File: config.mk
export PLATFORM = sky130hd
export DESIGN_NAME = pcc_countdown
export DESIGN_NICKNAME = d
export VERILOG_FILES = /design/src/pcc_pkg.sv /design/src/pcc_digit.sv /design/src/pcc_countdown.sv
export SDC_FILE = /design/constraint.sdc
export NUM_CORES = 1
export LEC_CHECK = 0
export BUFFER_PORTS_ARGS = -buffer_cell sky130_fd_sc_hd__buf_2
export CAP_MARGIN = 10
export CORE_ASPECT_RATIO = 0.8
export CORE_MARGIN = 3
export CORE_UTILIZATION = 65
export CTS_CLUSTER_DIAMETER = 60
export CTS_CLUSTER_SIZE = 24
export DETAILED_ROUTE_END_ITERATION = 16
export PLACE_DENSITY = 0.89
export SLEW_MARGIN = 20
export SYNTH_ARGS = -nofsm -noshare
export SYNTH_HDL_FRONTEND = slang
export SYNTH_SLANG_ARGS = --single-unit
export TNS_END_PERCENT = 100
File: constraint.sdc
create_clock -name clk -period 8 [get_ports clk]
set_input_delay 0 -clock clk [delete_from_list [all_inputs] [get_ports clk]]
set_output_delay 0 -clock clk [all_outputs]
set_load 0.01 [all_outputs]
File: src/pcc_pkg.sv
package pcc_pkg;
	// clock and timebase
	localparam int CLK_PERIOD_PS  = 4000;
	localparam int MS_PERIOD_PS   = 1000000000;
	localparam int MS_CYCLES      = MS_PERIOD_PS / CLK_PERIOD_PS;
	localparam int MS_PER_SECOND  = 1000;

	// supply loss that forces a dark cycle
	localparam int OUTAGE_MS      = 1500;
	// hand lit this long without a break is taken as the steady hand
	localparam int STEADY_MS      = 1200;
	// walk and hand both dark this long is taken as a dark head
	localparam int DARK_MS        = 1200;

	localparam int MS_W           = 11;
	localparam int DIV_W          = 18;
	localparam int CNT_W          = 7;
	localparam logic [CNT_W-1:0] MAX_COUNT = 7'h63;
	localparam logic [CNT_W-1:0] COUNT_RST = 7'h00;

	typedef enum logic [3:0]
	{
		ST_LEARN_WAIT = 4'b0001,
		ST_LEARN_MEAS = 4'b0010,
		ST_IDLE       = 4'b0100,
		ST_COUNT      = 4'b1000
	} pcc_state_type;
endpackage

File: src/pcc_digit.sv
`timescale 1ns/1ps
module pcc_digit
	import pcc_pkg::*;
(
	input  wire logic       clk,
	input  wire logic       srst,
	input  wire logic       blank,
	input  wire logic [3:0] value,
	output logic      [6:0] seg
);
	import pcc_pkg::*;

	logic [6:0] next_seg;

	// segment order {g,f,e,d,c,b,a}, high lights the segment
	always_comb
	begin
		next_seg = 7'h00;
		if (!blank)
		begin
			case (value)
				4'h0: next_seg = 7'h3f;
				4'h1: next_seg = 7'h06;
				4'h2: next_seg = 7'h5b;
				4'h3: next_seg = 7'h4f;
				4'h4: next_seg = 7'h66;
				4'h5: next_seg = 7'h6d;
				4'h6: next_seg = 7'h7d;
				4'h7: next_seg = 7'h07;
				4'h8: next_seg = 7'h7f;
				4'h9: next_seg = 7'h6f;
				default: next_seg = 7'h00;
			endcase
		end
	end

	always_ff @(posedge clk)
	begin
		if (srst)
			seg <= 7'h00;
		else
			seg <= next_seg;
	end
endmodule // pcc_digit

File: src/pcc_countdown.sv
// Operation
// - single mode: count on flash, blank on steady
// - dark learning cycle after power-on
// - timing change: blank, relearn over one cycle
// - back-to-back cycles without steady hand allowed
// - walk cut short: count from flash start
// - preempt during flash: keep counting on
// - next cycle uses the learned value
// - early steady or dark head: stop, blank
// - outage over 1.5 s: one dark cycle
// - two seven-segment digits, two emitter rows
// - no user controls alter the cycle
// - no light without power, never dimmed
`timescale 1ns/1ps
module pcc_countdown
	import pcc_pkg::*;
#(
	parameter int MS_DIV = MS_CYCLES
)
(
	input  wire logic       clk,
	input  wire logic       srst,
	input  wire logic       walk_drive,
	input  wire logic       hand_drive,
	input  wire logic       supply_ok,
	output logic      [6:0] seg_tens,
	output logic      [6:0] seg_ones
);
	import pcc_pkg::*;

	logic             walk_q1, walk_s, hand_q1, hand_s, pwr_q1, pwr_s;
	logic [DIV_W-1:0] div_cnt, next_div_cnt;
	logic             ms_tick;
	logic [MS_W-1:0]  hi_ms, next_hi_ms, lo_ms, next_lo_ms;
	logic [MS_W-1:0]  out_ms, next_out_ms, sec_ms, next_sec_ms;
	logic             long_out, next_long_out;
	logic             flash_prev, steady, dark, flash, flash_start, flash_end;
	logic             sec_tick;
	pcc_state_type    state, next_state;
	logic [CNT_W-1:0] learned, next_learned, remain, next_remain;
	logic [CNT_W-1:0] meas, next_meas, short_prev, next_short_prev;
	logic             show;
	logic [3:0]       tens_val, ones_val;

	always_ff @(posedge clk)
	begin
		if (srst)
		begin
			walk_q1 <= 1'b0;
			walk_s  <= 1'b0;
			hand_q1 <= 1'b0;
			hand_s  <= 1'b0;
			pwr_q1  <= 1'b0;
			pwr_s   <= 1'b0;
		end
		else
		begin
			walk_q1 <= walk_drive;
			walk_s  <= walk_q1;
			hand_q1 <= hand_drive;
			hand_s  <= hand_q1;
			pwr_q1  <= supply_ok;
			pwr_s   <= pwr_q1;
		end
	end

	// millisecond timebase and saturating interval timers
	always_comb
	begin
		ms_tick      = (div_cnt == DIV_W'(MS_DIV - 1));
		next_div_cnt = ms_tick ? '0 : div_cnt + 1'b1;
		next_hi_ms   = hi_ms;
		next_lo_ms   = lo_ms;
		next_out_ms  = out_ms;
		next_sec_ms  = sec_ms;
		next_long_out = long_out;
		if (!hand_s)
			next_hi_ms = '0;
		else if (ms_tick && hi_ms != MS_W'(STEADY_MS))
			next_hi_ms = hi_ms + 1'b1;
		if (hand_s || walk_s)
			next_lo_ms = '0;
		else if (ms_tick && lo_ms != MS_W'(DARK_MS))
			next_lo_ms = lo_ms + 1'b1;
		if (pwr_s)
		begin
			next_out_ms   = '0;
			next_long_out = 1'b0;
		end
		else if (ms_tick && out_ms != MS_W'(OUTAGE_MS))
			next_out_ms = out_ms + 1'b1;
		else if (out_ms == MS_W'(OUTAGE_MS))
			next_long_out = 1'b1;
		// second boundary realigned to each flash start
		if (flash_start || sec_tick)
			next_sec_ms = '0;
		else if (ms_tick)
			next_sec_ms = sec_ms + 1'b1;
	end

	always_ff @(posedge clk)
	begin
		if (srst)
		begin
			div_cnt  <= '0;
			hi_ms    <= '0;
			lo_ms    <= '0;
			out_ms   <= '0;
			sec_ms   <= '0;
			long_out <= 1'b0;
		end
		else
		begin
			div_cnt  <= next_div_cnt;
			hi_ms    <= next_hi_ms;
			lo_ms    <= next_lo_ms;
			out_ms   <= next_out_ms;
			sec_ms   <= next_sec_ms;
			long_out <= next_long_out;
		end
	end

	// indication classes seen at the controller outputs
	always_comb
	begin
		steady      = hand_s && (hi_ms == MS_W'(STEADY_MS));
		dark        = !walk_s && !hand_s && (lo_ms == MS_W'(DARK_MS));
		flash       = pwr_s && !walk_s && !steady && !dark;
		flash_start = flash && !flash_prev;
		flash_end   = !flash && flash_prev;
		sec_tick    = ms_tick && (sec_ms == MS_W'(MS_PER_SECOND - 1));
	end

	// timing comes only from the observed drives
	always_comb
	begin
		next_state      = state;
		next_learned    = learned;
		next_remain     = remain;
		next_meas       = meas;
		next_short_prev = short_prev;
		case (state)
			ST_LEARN_WAIT:
			begin
				if (flash_start)
				begin
					next_meas  = COUNT_RST;
					next_state = ST_LEARN_MEAS;
				end
			end
			ST_LEARN_MEAS:
			begin
				if (sec_tick && meas != MAX_COUNT)
					next_meas = meas + 1'b1;
				if (flash_end)
				begin
					if (dark || meas == COUNT_RST)
						next_state = ST_LEARN_WAIT;
					else
					begin
						next_learned    = meas;
						next_short_prev = COUNT_RST;
						next_state      = ST_IDLE;
					end
				end
			end
			// count starts at flash, however long the walk
			ST_IDLE:
			begin
				if (flash_start)
				begin
					next_remain = learned;
					next_meas   = COUNT_RST;
					next_state  = ST_COUNT;
				end
			end
			ST_COUNT:
			begin
				if (sec_tick)
				begin
					if (meas != MAX_COUNT)
						next_meas = meas + 1'b1;
					if (remain != COUNT_RST)
						next_remain = remain - 1'b1;
					else
						next_state = ST_LEARN_WAIT;
				end
				if (flash_end)
				begin
					// early steady or dark head suspends timing
					next_state = ST_IDLE;
					if (!dark && meas < learned)
					begin
						// a single short cycle is a preemption
						if (meas == short_prev)
							next_state = ST_LEARN_WAIT;
						else
							next_short_prev = meas;
					end
					else
						next_short_prev = COUNT_RST;
				end
				// preemption during flash runs on untouched
			end
			default:
				next_state = ST_LEARN_WAIT;
		endcase
		// long outage forces a dark relearn cycle; a flash that starts
		// as supply returns is measured, so only one cycle stays dark
		if (long_out)
		begin
			next_meas  = COUNT_RST;
			next_state = flash_start ? ST_LEARN_MEAS : ST_LEARN_WAIT;
		end
	end

	always_ff @(posedge clk)
	begin
		if (srst)
		begin
			state      <= ST_LEARN_WAIT;
			learned    <= COUNT_RST;
			remain     <= COUNT_RST;
			meas       <= COUNT_RST;
			short_prev <= COUNT_RST;
			flash_prev <= 1'b0;
		end
		else
		begin
			state      <= next_state;
			learned    <= next_learned;
			remain     <= next_remain;
			meas       <= next_meas;
			short_prev <= next_short_prev;
			flash_prev <= flash;
		end
	end

	// digits dark as soon as supply loss is seen, no dimming
	always_comb
	begin
		show     = pwr_s && (state == ST_COUNT);
		tens_val = 4'(remain / 7'd10);
		ones_val = 4'(remain % 7'd10);
	end

	// each segment bit feeds both emitter rows of the segment
	pcc_digit u_tens
	(
		.clk   (clk),
		.srst  (srst),
		.blank (!show || tens_val == 4'h0),
		.value (tens_val),
		.seg   (seg_tens)
	);

	pcc_digit u_ones
	(
		.clk   (clk),
		.srst  (srst),
		.blank (!show),
		.value (ones_val),
		.seg   (seg_ones)
	);
endmodule // pcc_countdown

## Word-level counts from Yosys, hierarchy flattened

Memories as Yosys holds them, arrays and structs flattened. A register that Yosys moved wholly into a read port is not among the register bits.
Cells that the tools add are included.

- Bits in registers: 102
- ROM bits: 224
- Output and inout port bits: 14
- Memories kept: 2
- Bits of input ports: 5
- Word-level logic and storage cells: 137

- Div/mod/pow operators: 2
- Mux-type cells: 27
- Eq/ne operators: 29
- Reduce and logical (&&, ||, !) cells: 47
- $add $sub $neg: 7
- Bitwise gates (word level): 4
- Magnitude comparators: 1

Memory list:

| name | depth | bits a word | read ports | clocked after Yosys merged registers in | wr ports | RTL line | source |
|---|---|---|---|---|---|---|---|
| (name not given) | 16 | 7 | 1 | 1 | 0 | pcc_digit.sv:21 | `case (value)` |
| (name not given) | 16 | 7 | 1 | 1 | 0 | pcc_digit.sv:21 |  |

Operators by type and width:

| kind | number |
|---|---|
| 7-bit two-way mux | 12 |
| 11-bit by 1-bit adder with 11-bit output, second input constant | 4 |
| 11-bit equality test, second input constant | 3 |
| 11-bit inequality test, second input constant | 3 |
| 4-bit two-way mux | 7 |
| 7-bit one-hot mux with 2 select lines | 2 |
| 7-bit one-hot mux with 3 select lines | 1 |
| 18-bit by 1-bit adder with 18-bit output, second input constant | 1 |
| 18-bit equality test, second input constant | 1 |
| 2-bit OR reduction | 9 |
| 2-bit inequality test, second input constant | 8 |
| 4-bit one-hot mux with 4 select lines | 1 |
| 1-bit logical AND | 15 |
| 5-bit AND reduction | 3 |
| 3-bit inequality test, second input constant | 4 |
| 11-bit by 10-bit equality test with 1-bit output, second input constant | 1 |
| 3-bit two-way mux | 3 |
| 4-bit inequality test, second input constant | 2 |
| 7-bit by 1-bit adder with 7-bit output, second input constant | 1 |
| 7-bit by 4-bit divider with 7-bit output, second input constant | 1 |
| 7-bit equality test | 1 |
| 1-bit zero test | 7 |
| 7-bit zero test | 1 |
| 7-bit < comparator | 1 |
| 18 further kinds | 25 |

## Longest topological paths before layout

Gate-level depths: netlist of the first run.

- Depth after elaboration: 10
- Mapped depth: 16
- Gate-level depth less buffers: 14

## By module

From an unflattened synthesis of the first run, not the netlist that was laid out.

- Cell total of the unflattened synthesis: 738
- Area total of the unflattened synthesis: 6246.0 µm²

Modules (own cells, without submodules):

| module | area each (µm²) | sequential area each (µm²) | cells an instance | times used |
|---|---|---|---|---|
| pcc_countdown | 5487.8 | 2042.0 | 658 | 1 |
| pcc_digit | 379.1 | 140.1 | 40 | 2 |

## Worst setup path after synthesis of the first run

OpenSTA, ideal clock, no wires.

- Kind: register to register
- Start: register remain[5]
- End: register u_ones.seg[6]
- Buffers on the path: 2
- Setup time: 0.070 ns
- Setup slack: 4.957 ns
- Data required time: 7.930 ns
- Clock period less this slack: 3.043 ns
- Stages on the path, launching flop included: 15
- Data arrival time: 2.973 ns
- Cell sequence: dfxtp_1 buf_2 clkbuf_1 o21ai_0 a221oi_1 a21oi_1 a31oi_1 ha_1 inv_1 a221oi_2 xnor2_1 inv_1 ha_1 mux2_2 o21ai_1

- Longest elaborated chain between the ends: 1

Ends and longest elaborated chain:

| item | RTL line | source |
|---|---|---|
| start: declaration | pcc_countdown.sv:40 | `logic [CNT_W-1:0] learned, next_learned, remain, next_remain;` |
| start signal: assignment | pcc_countdown.sv:232 | `remain <= next_remain;` |
| 7-bit by 4-bit remainder unit with 7-bit output | pcc_countdown.sv:244 | `ones_val = 4'(remain % 7'd10);` |
| end: declaration | pcc_digit.sv:9 | `output logic [6:0] seg` |

Every way passes these cells.
A chain may end at the register's enable or synchronous reset.

## Final worst setup path of the first run

- Start: register remain[4]
- End: register u_ones.seg[3]

The elaborated chain is that of the path after synthesis.

==> results.json, run 1 <==
{
  "status": "complete, no violations",
  "n_fill_cell": 607,
  "syn_area_um2": 6080,
  "avgSynthCellArea_um2": 8.58,
  "grt_pass1_vias": 4978,
  "critPathCaptureType": "flip-flop",
  "combinationalPowerShare_pct": 1.8,
  "grt-ovfl-total": 0,
  "synth.distinct_cells": 72,
  "fin_crit_sh_pct": 47.9,
  "cts_tree": "built",
  "clockRootBuffer": "clkbuf_16",
  "die_y_um": 92.5,
  "gp_congestion": 0.937,
  "worst_slack_ns": 4.17,
  "synth_edf_count": 0,
  "worstReg2RegEnd": "u_ones.seg[3]$_SDFF_PP0_",
  "irDropWorstVdd_uv": 194,
  "clkPwrFrac_pct": 55.4,
  "cts_setup_buffers": 0,
  "met3WireLength_um": 893,
  "drt_iter0_drc": 524,
  "tightest_slew_ns": 0.872,
  "worstSkewPairLatency_ns": 0.42,
  "setup_violations": 0,
  "n_antenna_cell": 0,
  "core_area_um2": 8780,
  "hold_buffers": 3,
  "max_clock_freq_mhz": 261,
  "relSlewSlack_pct": 41.9,
  "numPortBuffers": 18,
  "hold_path.class": "input pin to flip-flop",
  "htreeDepth": 4,
  "dieArea_um2": 10600,
  "multi_input_area_um2": 3510,
  "p_leak_uw": 0.00264,
  "max-clock-path-buffers": 2,
  "maxSlewViolCount": 0,
  "seq_area_um2": 2320,
  "critPathLaunch": "remain[4]$_SDFFE_PP0P_",
  "dp_hpwl_um": 8970,
  "clk_pin_slew_ns": 0.06,
  "rsz0062_at_grt": "no",
  "worstPathArrival_ns": 4.17,
  "grt_pass1_wl_um": 23000,
  "synth_seq_cells": 116,
  "numCtsBuffers": 17,
  "std_cell_rows": 30,
  "cts_resized": 0,
  "wl_per_cell_um": 16.2,
  "hold_violations": 0,
  "fp.dieW_um": 114,
  "criticalPathCategory": "flip-flop to flip-flop",
  "yosysSeqAreaShare_pct": 38.2,
  "yosys_warnings": 0,
  "layout_common_cells": "dfxtp_1, nor2_1, nand2_1",
  "clkSinkCount": 116,
  "place_ws_ns": 4.33,
  "dr_wl_met2_um": 6470,
  "wl_um": 13600,
  "antenna_found_initial": 0,
  "antenna_left": 0,
  "synth_nets": 746,
  "yosys.area.top_type": "dfxtp_1",
  "p_int_uw": 1070,
  "regToRegSetupSlack_ns": 4.17,
  "track_usage_pct": 26.6,
  "pwr-share-seq_pct": 42.8,
  "period_needed_ns": 3.83,
  "timing.max_cap.violations": 0,
  "drive_above_1_share_pct": 9.30,
  "reg2reg_depth": 13,
  "grt_max_degree": 37,
  "routed-via-count": 5197,
  "r2r_start": "remain[4]$_SDFFE_PP0P_",
  "p_sw_share_pct": 21.4,
  "crit_path_end": "u_ones.seg[3]$_SDFF_PP0_",
  "dr.pass1.iters": 5,
  "nNetsFinal": 755,
  "initial_core_util_pct": 69.3,
  "netSwitchingPower_uw": 292,
  "top_layer_used": "met4",
  "vias_per_cell": 6.16,
  "synth_top_area_share_pct": 38.2,
  "async_reset_ff_share_pct": 0,
  "ioPinCount": 19,
  "worstSetupStartpointType": "flip-flop",
  "drt-met1-wl_um": 6080,
  "final_common_cell": "dfxtp_1",
  "synth_ff_type": "dfxtp_1",
  "skew_ns": 0.00872,
  "areaGrowthSynthToFinish_pct": 11.9,
  "drc": 0,
  "synthCells": 709,
  "cp.required_ns": 8.33,
  "tns_ns": 0,
  "ys_top_cells_by_area": "dfxtp_1, ha_1, nor2_1",
  "worstPathMaxFanout": 17,
  "p_per_area_nw_per_um2": 201
}
-- power groups by stage --
| stage | Combinational, uW | Sequential [uW] | Clock (uW) |
|---|---|---|---|
| floorplan | 18.1 | 596 | 0 |
| global placement | 21.7 | 596 | 0 |
| detailed placement | 22.5 | 597 | 0 |
| CTS | 23.9 | 584 | 766 |
| global route | 26.8 | 585 | 791 |
| finish | 24.0 | 585 | 757 |
-- critical path: stages, from the launching register on --
cell and delay, ns:
dfxtp_1 0.62, nand2b_1 0.35, o21ai_0 0.14, a221oi_1 0.30
a21oi_1 0.08, a31oi_1 0.19, ha_1 0.21, inv_1 0.08
a221oi_2 0.56, xnor2_1 0.39, inv_1 0.21, ha_1 0.34
nor2_1 0.04, o31ai_1 0.25
-- worst min path at each step --
stage | end | start | depth (start not counted)
2_1_floorplan | hand_q1$_SDFF_PP0_ | hand_drive | 1
3_3_place_gp | hand_q1$_SDFF_PP0_ | hand_drive | 2
3_5_place_dp | hand_q1$_SDFF_PP0_ | hand_drive | 2
4_1_cts | learned[5]$_SDFFE_PP0P_ | srst | 2
5_1_grt | remain[0]$_SDFFE_PP0P_ | srst | 2
6_report | walk_q1$_SDFF_PP0_ | srst | 2
-- per-layer routing --
metal / vias to the layer above / track usage (%)
met5: - / 0
met4: 0 / 8.70
met3: 24 / 7.18
met2: 195 / 43.0
met1: 2467 / 34.6
li1: 2511 / -
-- metrics by stage --
| stage | std cells | util (%) | power, uW | hold slack [ns] | area (um^2) |
|---|---|---|---|---|---|
| 2_1_floorplan | 709 | - | 614 | 0.128 | 6080 |
| 5_1_grt | 843 | 77.5 | 1400 | 0.173 | 6810 |
| 4_1_cts | 843 | 77.5 | 1370 | 0.118 | 6810 |
| 3_3_place_gp | 808 | 70.4 | 618 | 0.218 | 6190 |
| 6_report | 843 | 77.5 | 1370 | 0.128 | 6810 |
| 3_5_place_dp | 808 | 70.4 | 619 | 0.221 | 6190 |
-- layout make-up --
class	instances	area share, %
inverters	33	1.82
well taps	112	2.06
repair buffers	21	1.76
clock inverters	15	2.43
flip-flops and latches	116	34.1
multi-input cells	529	51.6
clock buffers	17	6.25
-- cell families after synthesis --
family / after synthesis / share of synthesized area (%)
AO/OA/AOI/OAI: 120 / 13.6
buffers and inverters: 64 / 4.13
XOR/XNOR: 64 / 9.21
adder cells (fa/ha/maj): 32 / 6.58
flip-flops: 116 / 38.2
multiplexers: 17 / 2.84
AND/OR/NAND/NOR: 296 / 25.5
-- synthesized netlist by cell type (all sizes together), types with 17 or more instances --
| master | n |
|---|---|
| a21oi | 27 |
| xor2 | 41 |
| o21ai | 34 |
| nor2 | 102 |
| inv | 33 |
| nor2b | 17 |
| nand2 | 48 |
| nand3 | 21 |
| dfxtp | 116 |
| xnor2 | 23 |
| ha | 32 |
| clkbuf | 21 |
| nand4 | 26 |
-- flip-flops by register name, indices dropped and copies added (netlist names), 4 cells and up --
| name | cells |
|---|---|
| short_prev | 7 |
| u_ones.seg | 7 |
| remain | 7 |
| out_ms | 11 |
| u_tens.seg | 7 |
| sec_ms | 11 |
| lo_ms | 11 |
| hi_ms | 11 |
| state | 4 |
| div_cnt | 18 |
| learned | 7 |
| meas | 7 |
Power figures use the tool's default switching activity.
==> run 2: changes to the inputs <==
Settings changed: CORE_UTILIZATION 65 to 56, PLACE_DENSITY 0.89 to 0.82.
Clock period 8 ns to 3.2 ns, I/O delays scaled along.
==> run 2 against run 1 <==
Compared with the run above:
- global-route usage decreased by 3.1 points
- die area increased by 15%
- critical path depth decreased by 2
- count of clock-buffer cells in the layout unchanged
- via count about the same
- critical path type unchanged
- sequential share of layout area decreased by 0.76 points
- worst hold slack got worse by 0.017 ns
- sequential power increased by 150%
- worst setup slack got worse by 3.9 ns
- final area increased by 2.3%
- clock skew decreased by 0.0010 ns
==> results.json, run 2 (synthesized netlist as in run 1, its figures left out) <==
{
  "timing.max_cap.violations": 0,
  "max_clock_freq_mhz": 341,
  "grt-ovfl-total": 0,
  "grt_pass1_vias": 4983,
  "period_needed_ns": 2.93,
  "r2r_start": "remain[5]$_SDFFE_PP0P_",
  "p_leak_uw": 0.00269,
  "numCtsBuffers": 17,
  "cts_tree": "built",
  "status": "complete, no violations",
  "gp_congestion": 0.928,
  "numPortBuffers": 18,
  "n_fill_cell": 801,
  "finalPower_uw": 3320,
  "critPathLaunch": "remain[5]$_SDFFE_PP0P_",
  "hold_path.class": "input pin to flip-flop",
  "grt_max_degree": 37,
  "dieArea_um2": 12200,
  "fp.dieW_um": 123,
  "final_common_cell": "dfxtp_1",
  "std_cell_rows": 33,
  "ioPinCount": 19,
  "clockRootBuffer": "clkbuf_16",
  "drt_iter0_drc": 405,
  "tns_ns": 0,
  "fin_crit_sh_pct": 91.5,
  "antenna_left": 0,
  "worstPathArrival_ns": 3.24,
  "hold_violations": 0,
  "cp.required_ns": 3.51,
  "regMostFlops": "div_cnt",
  "clkSinkCount": 116,
  "initial_core_util_pct": 58.5,
  "holdCritStartpoint": "srst",
  "grt_pass1_wl_um": 23500,
  "drive_above_1_share_pct": 11.8,
  "skew_ns": 0.00769,
  "dp_hpwl_um": 9340,
  "wl_um": 13800,
  "htreeDepth": 4,
  "clk_pin_slew_ns": 0.06,
  "areaGrowthSynthToFinish_pct": 14.5,
  "tightest_slew_ns": 0.713,
  "max-clock-path-buffers": 2,
  "vias_per_cell": 5.86,
  "wl_per_cell_um": 15.6,
  "worstSetupStartpointType": "flip-flop",
  "largest_reg_flops": 18,
  "core_area_um2": 10400,
  "rsz0062_at_grt": "no",
  "die_y_um": 99.2,
  "postLayoutCoreUtil_pct": 66.9,
  "maxSlewViolCount": 0,
  "p_per_area_nw_per_um2": 476,
  "critPathCaptureType": "flip-flop",
  "worstPathMaxFanout": 10,
  "relSlewSlack_pct": 52.5,
  "irDropWorstVdd_uv": 334,
  "criticalPathCategory": "flip-flop to flip-flop",
  "layout_common_cells": "dfxtp_1, nor2_1, nand2_1",
  "dr.pass1.iters": 5,
  "routed-via-count": 5202,
  "nNetsFinal": 772,
  "n_antenna_cell": 0,
  "drc": 0,
  "setup_violations": 0,
  "track_usage_pct": 23.6,
  "worstSkewPairLatency_ns": 0.42,
  "antenna_found_initial": 0
}
run 2: layout make-up:
class                      count  area, um^2  share of cell area (%)
inverter                      33         124                    1.78
multi-input combinational    529        3530                    50.7
sequential                   116        2320                    33.4
clock inverter                15         135                    1.94
timing repair buffer          38         248                    3.56
tap                          140         175                    2.51
clock buffer                  17         425                    6.11
run 2: per-layer routing:
layer	GRT usage, %	wire length (um)	up-vias	share of wire (%)
met4	9.64	259	0	1.9
met5	0	0	-	0
met1	31.9	6520	2493	47
met2	36.4	6390	142	46
li1	-	-	2538	-
met3	5.29	662	29	4.8
run 2: power breakdown:
group / total [uW] / switching (uW) / leakage (uW) / internal (uW)
Combinational: 61.3 / 40.5 / 0.00150 / 20.8
Clock: 1800 / 729 / 0.000250 / 1070
Sequential: 1460 / 8.09 / 0.000937 / 1450
Total: 3320 / 778 / 0.00269 / 2540
run 2: timing repair:
action,in CTS,in global routing
setup endpoints to repair,0,12
hold buffers,3,0
resized for setup,0,5
endpoints found under the hold margin,3,0
setup buffers,0,0
run 2: worst paths after layout:
kind | to | cells after the start | slack [ns]
max | u_ones.seg[1]$_SDFF_PP0_ | 11 | 0.27
min | learned[4]$_SDFFE_PP0P_ | 2 | 0.11
max reg2reg | u_ones.seg[1]$_SDFF_PP0_ | 11 | 0.27
min reg2reg | pwr_s$_SDFF_PP0_ | 1 | 0.44
run 2: stage by stage:
step	hold slack, ns	cell area, um^2	setup WS (ns)	instances
final	0.112	6970	0.271	888
after global routing	0.148	6970	0.0208	888
after CTS	0.111	6940	0.0866	888
after detailed placement	0.224	6350	0.147	853
after global placement	0.215	6350	0.265	853
after floorplan	0.128	6080	0.157	709
run 2: worst max-delay path: stages, from the launching register on:
cell and delay, ns:
dfxtp_1 0.53, nor2b_1 0.37, xnor2_1 0.11, a31oi_1 0.17
ha_1 0.22, inv_1 0.10, a221oi_4 0.38, xnor2_2 0.23
inv_1 0.15, ha_1 0.30, o21ai_1 0.16, a21oi_1 0.08
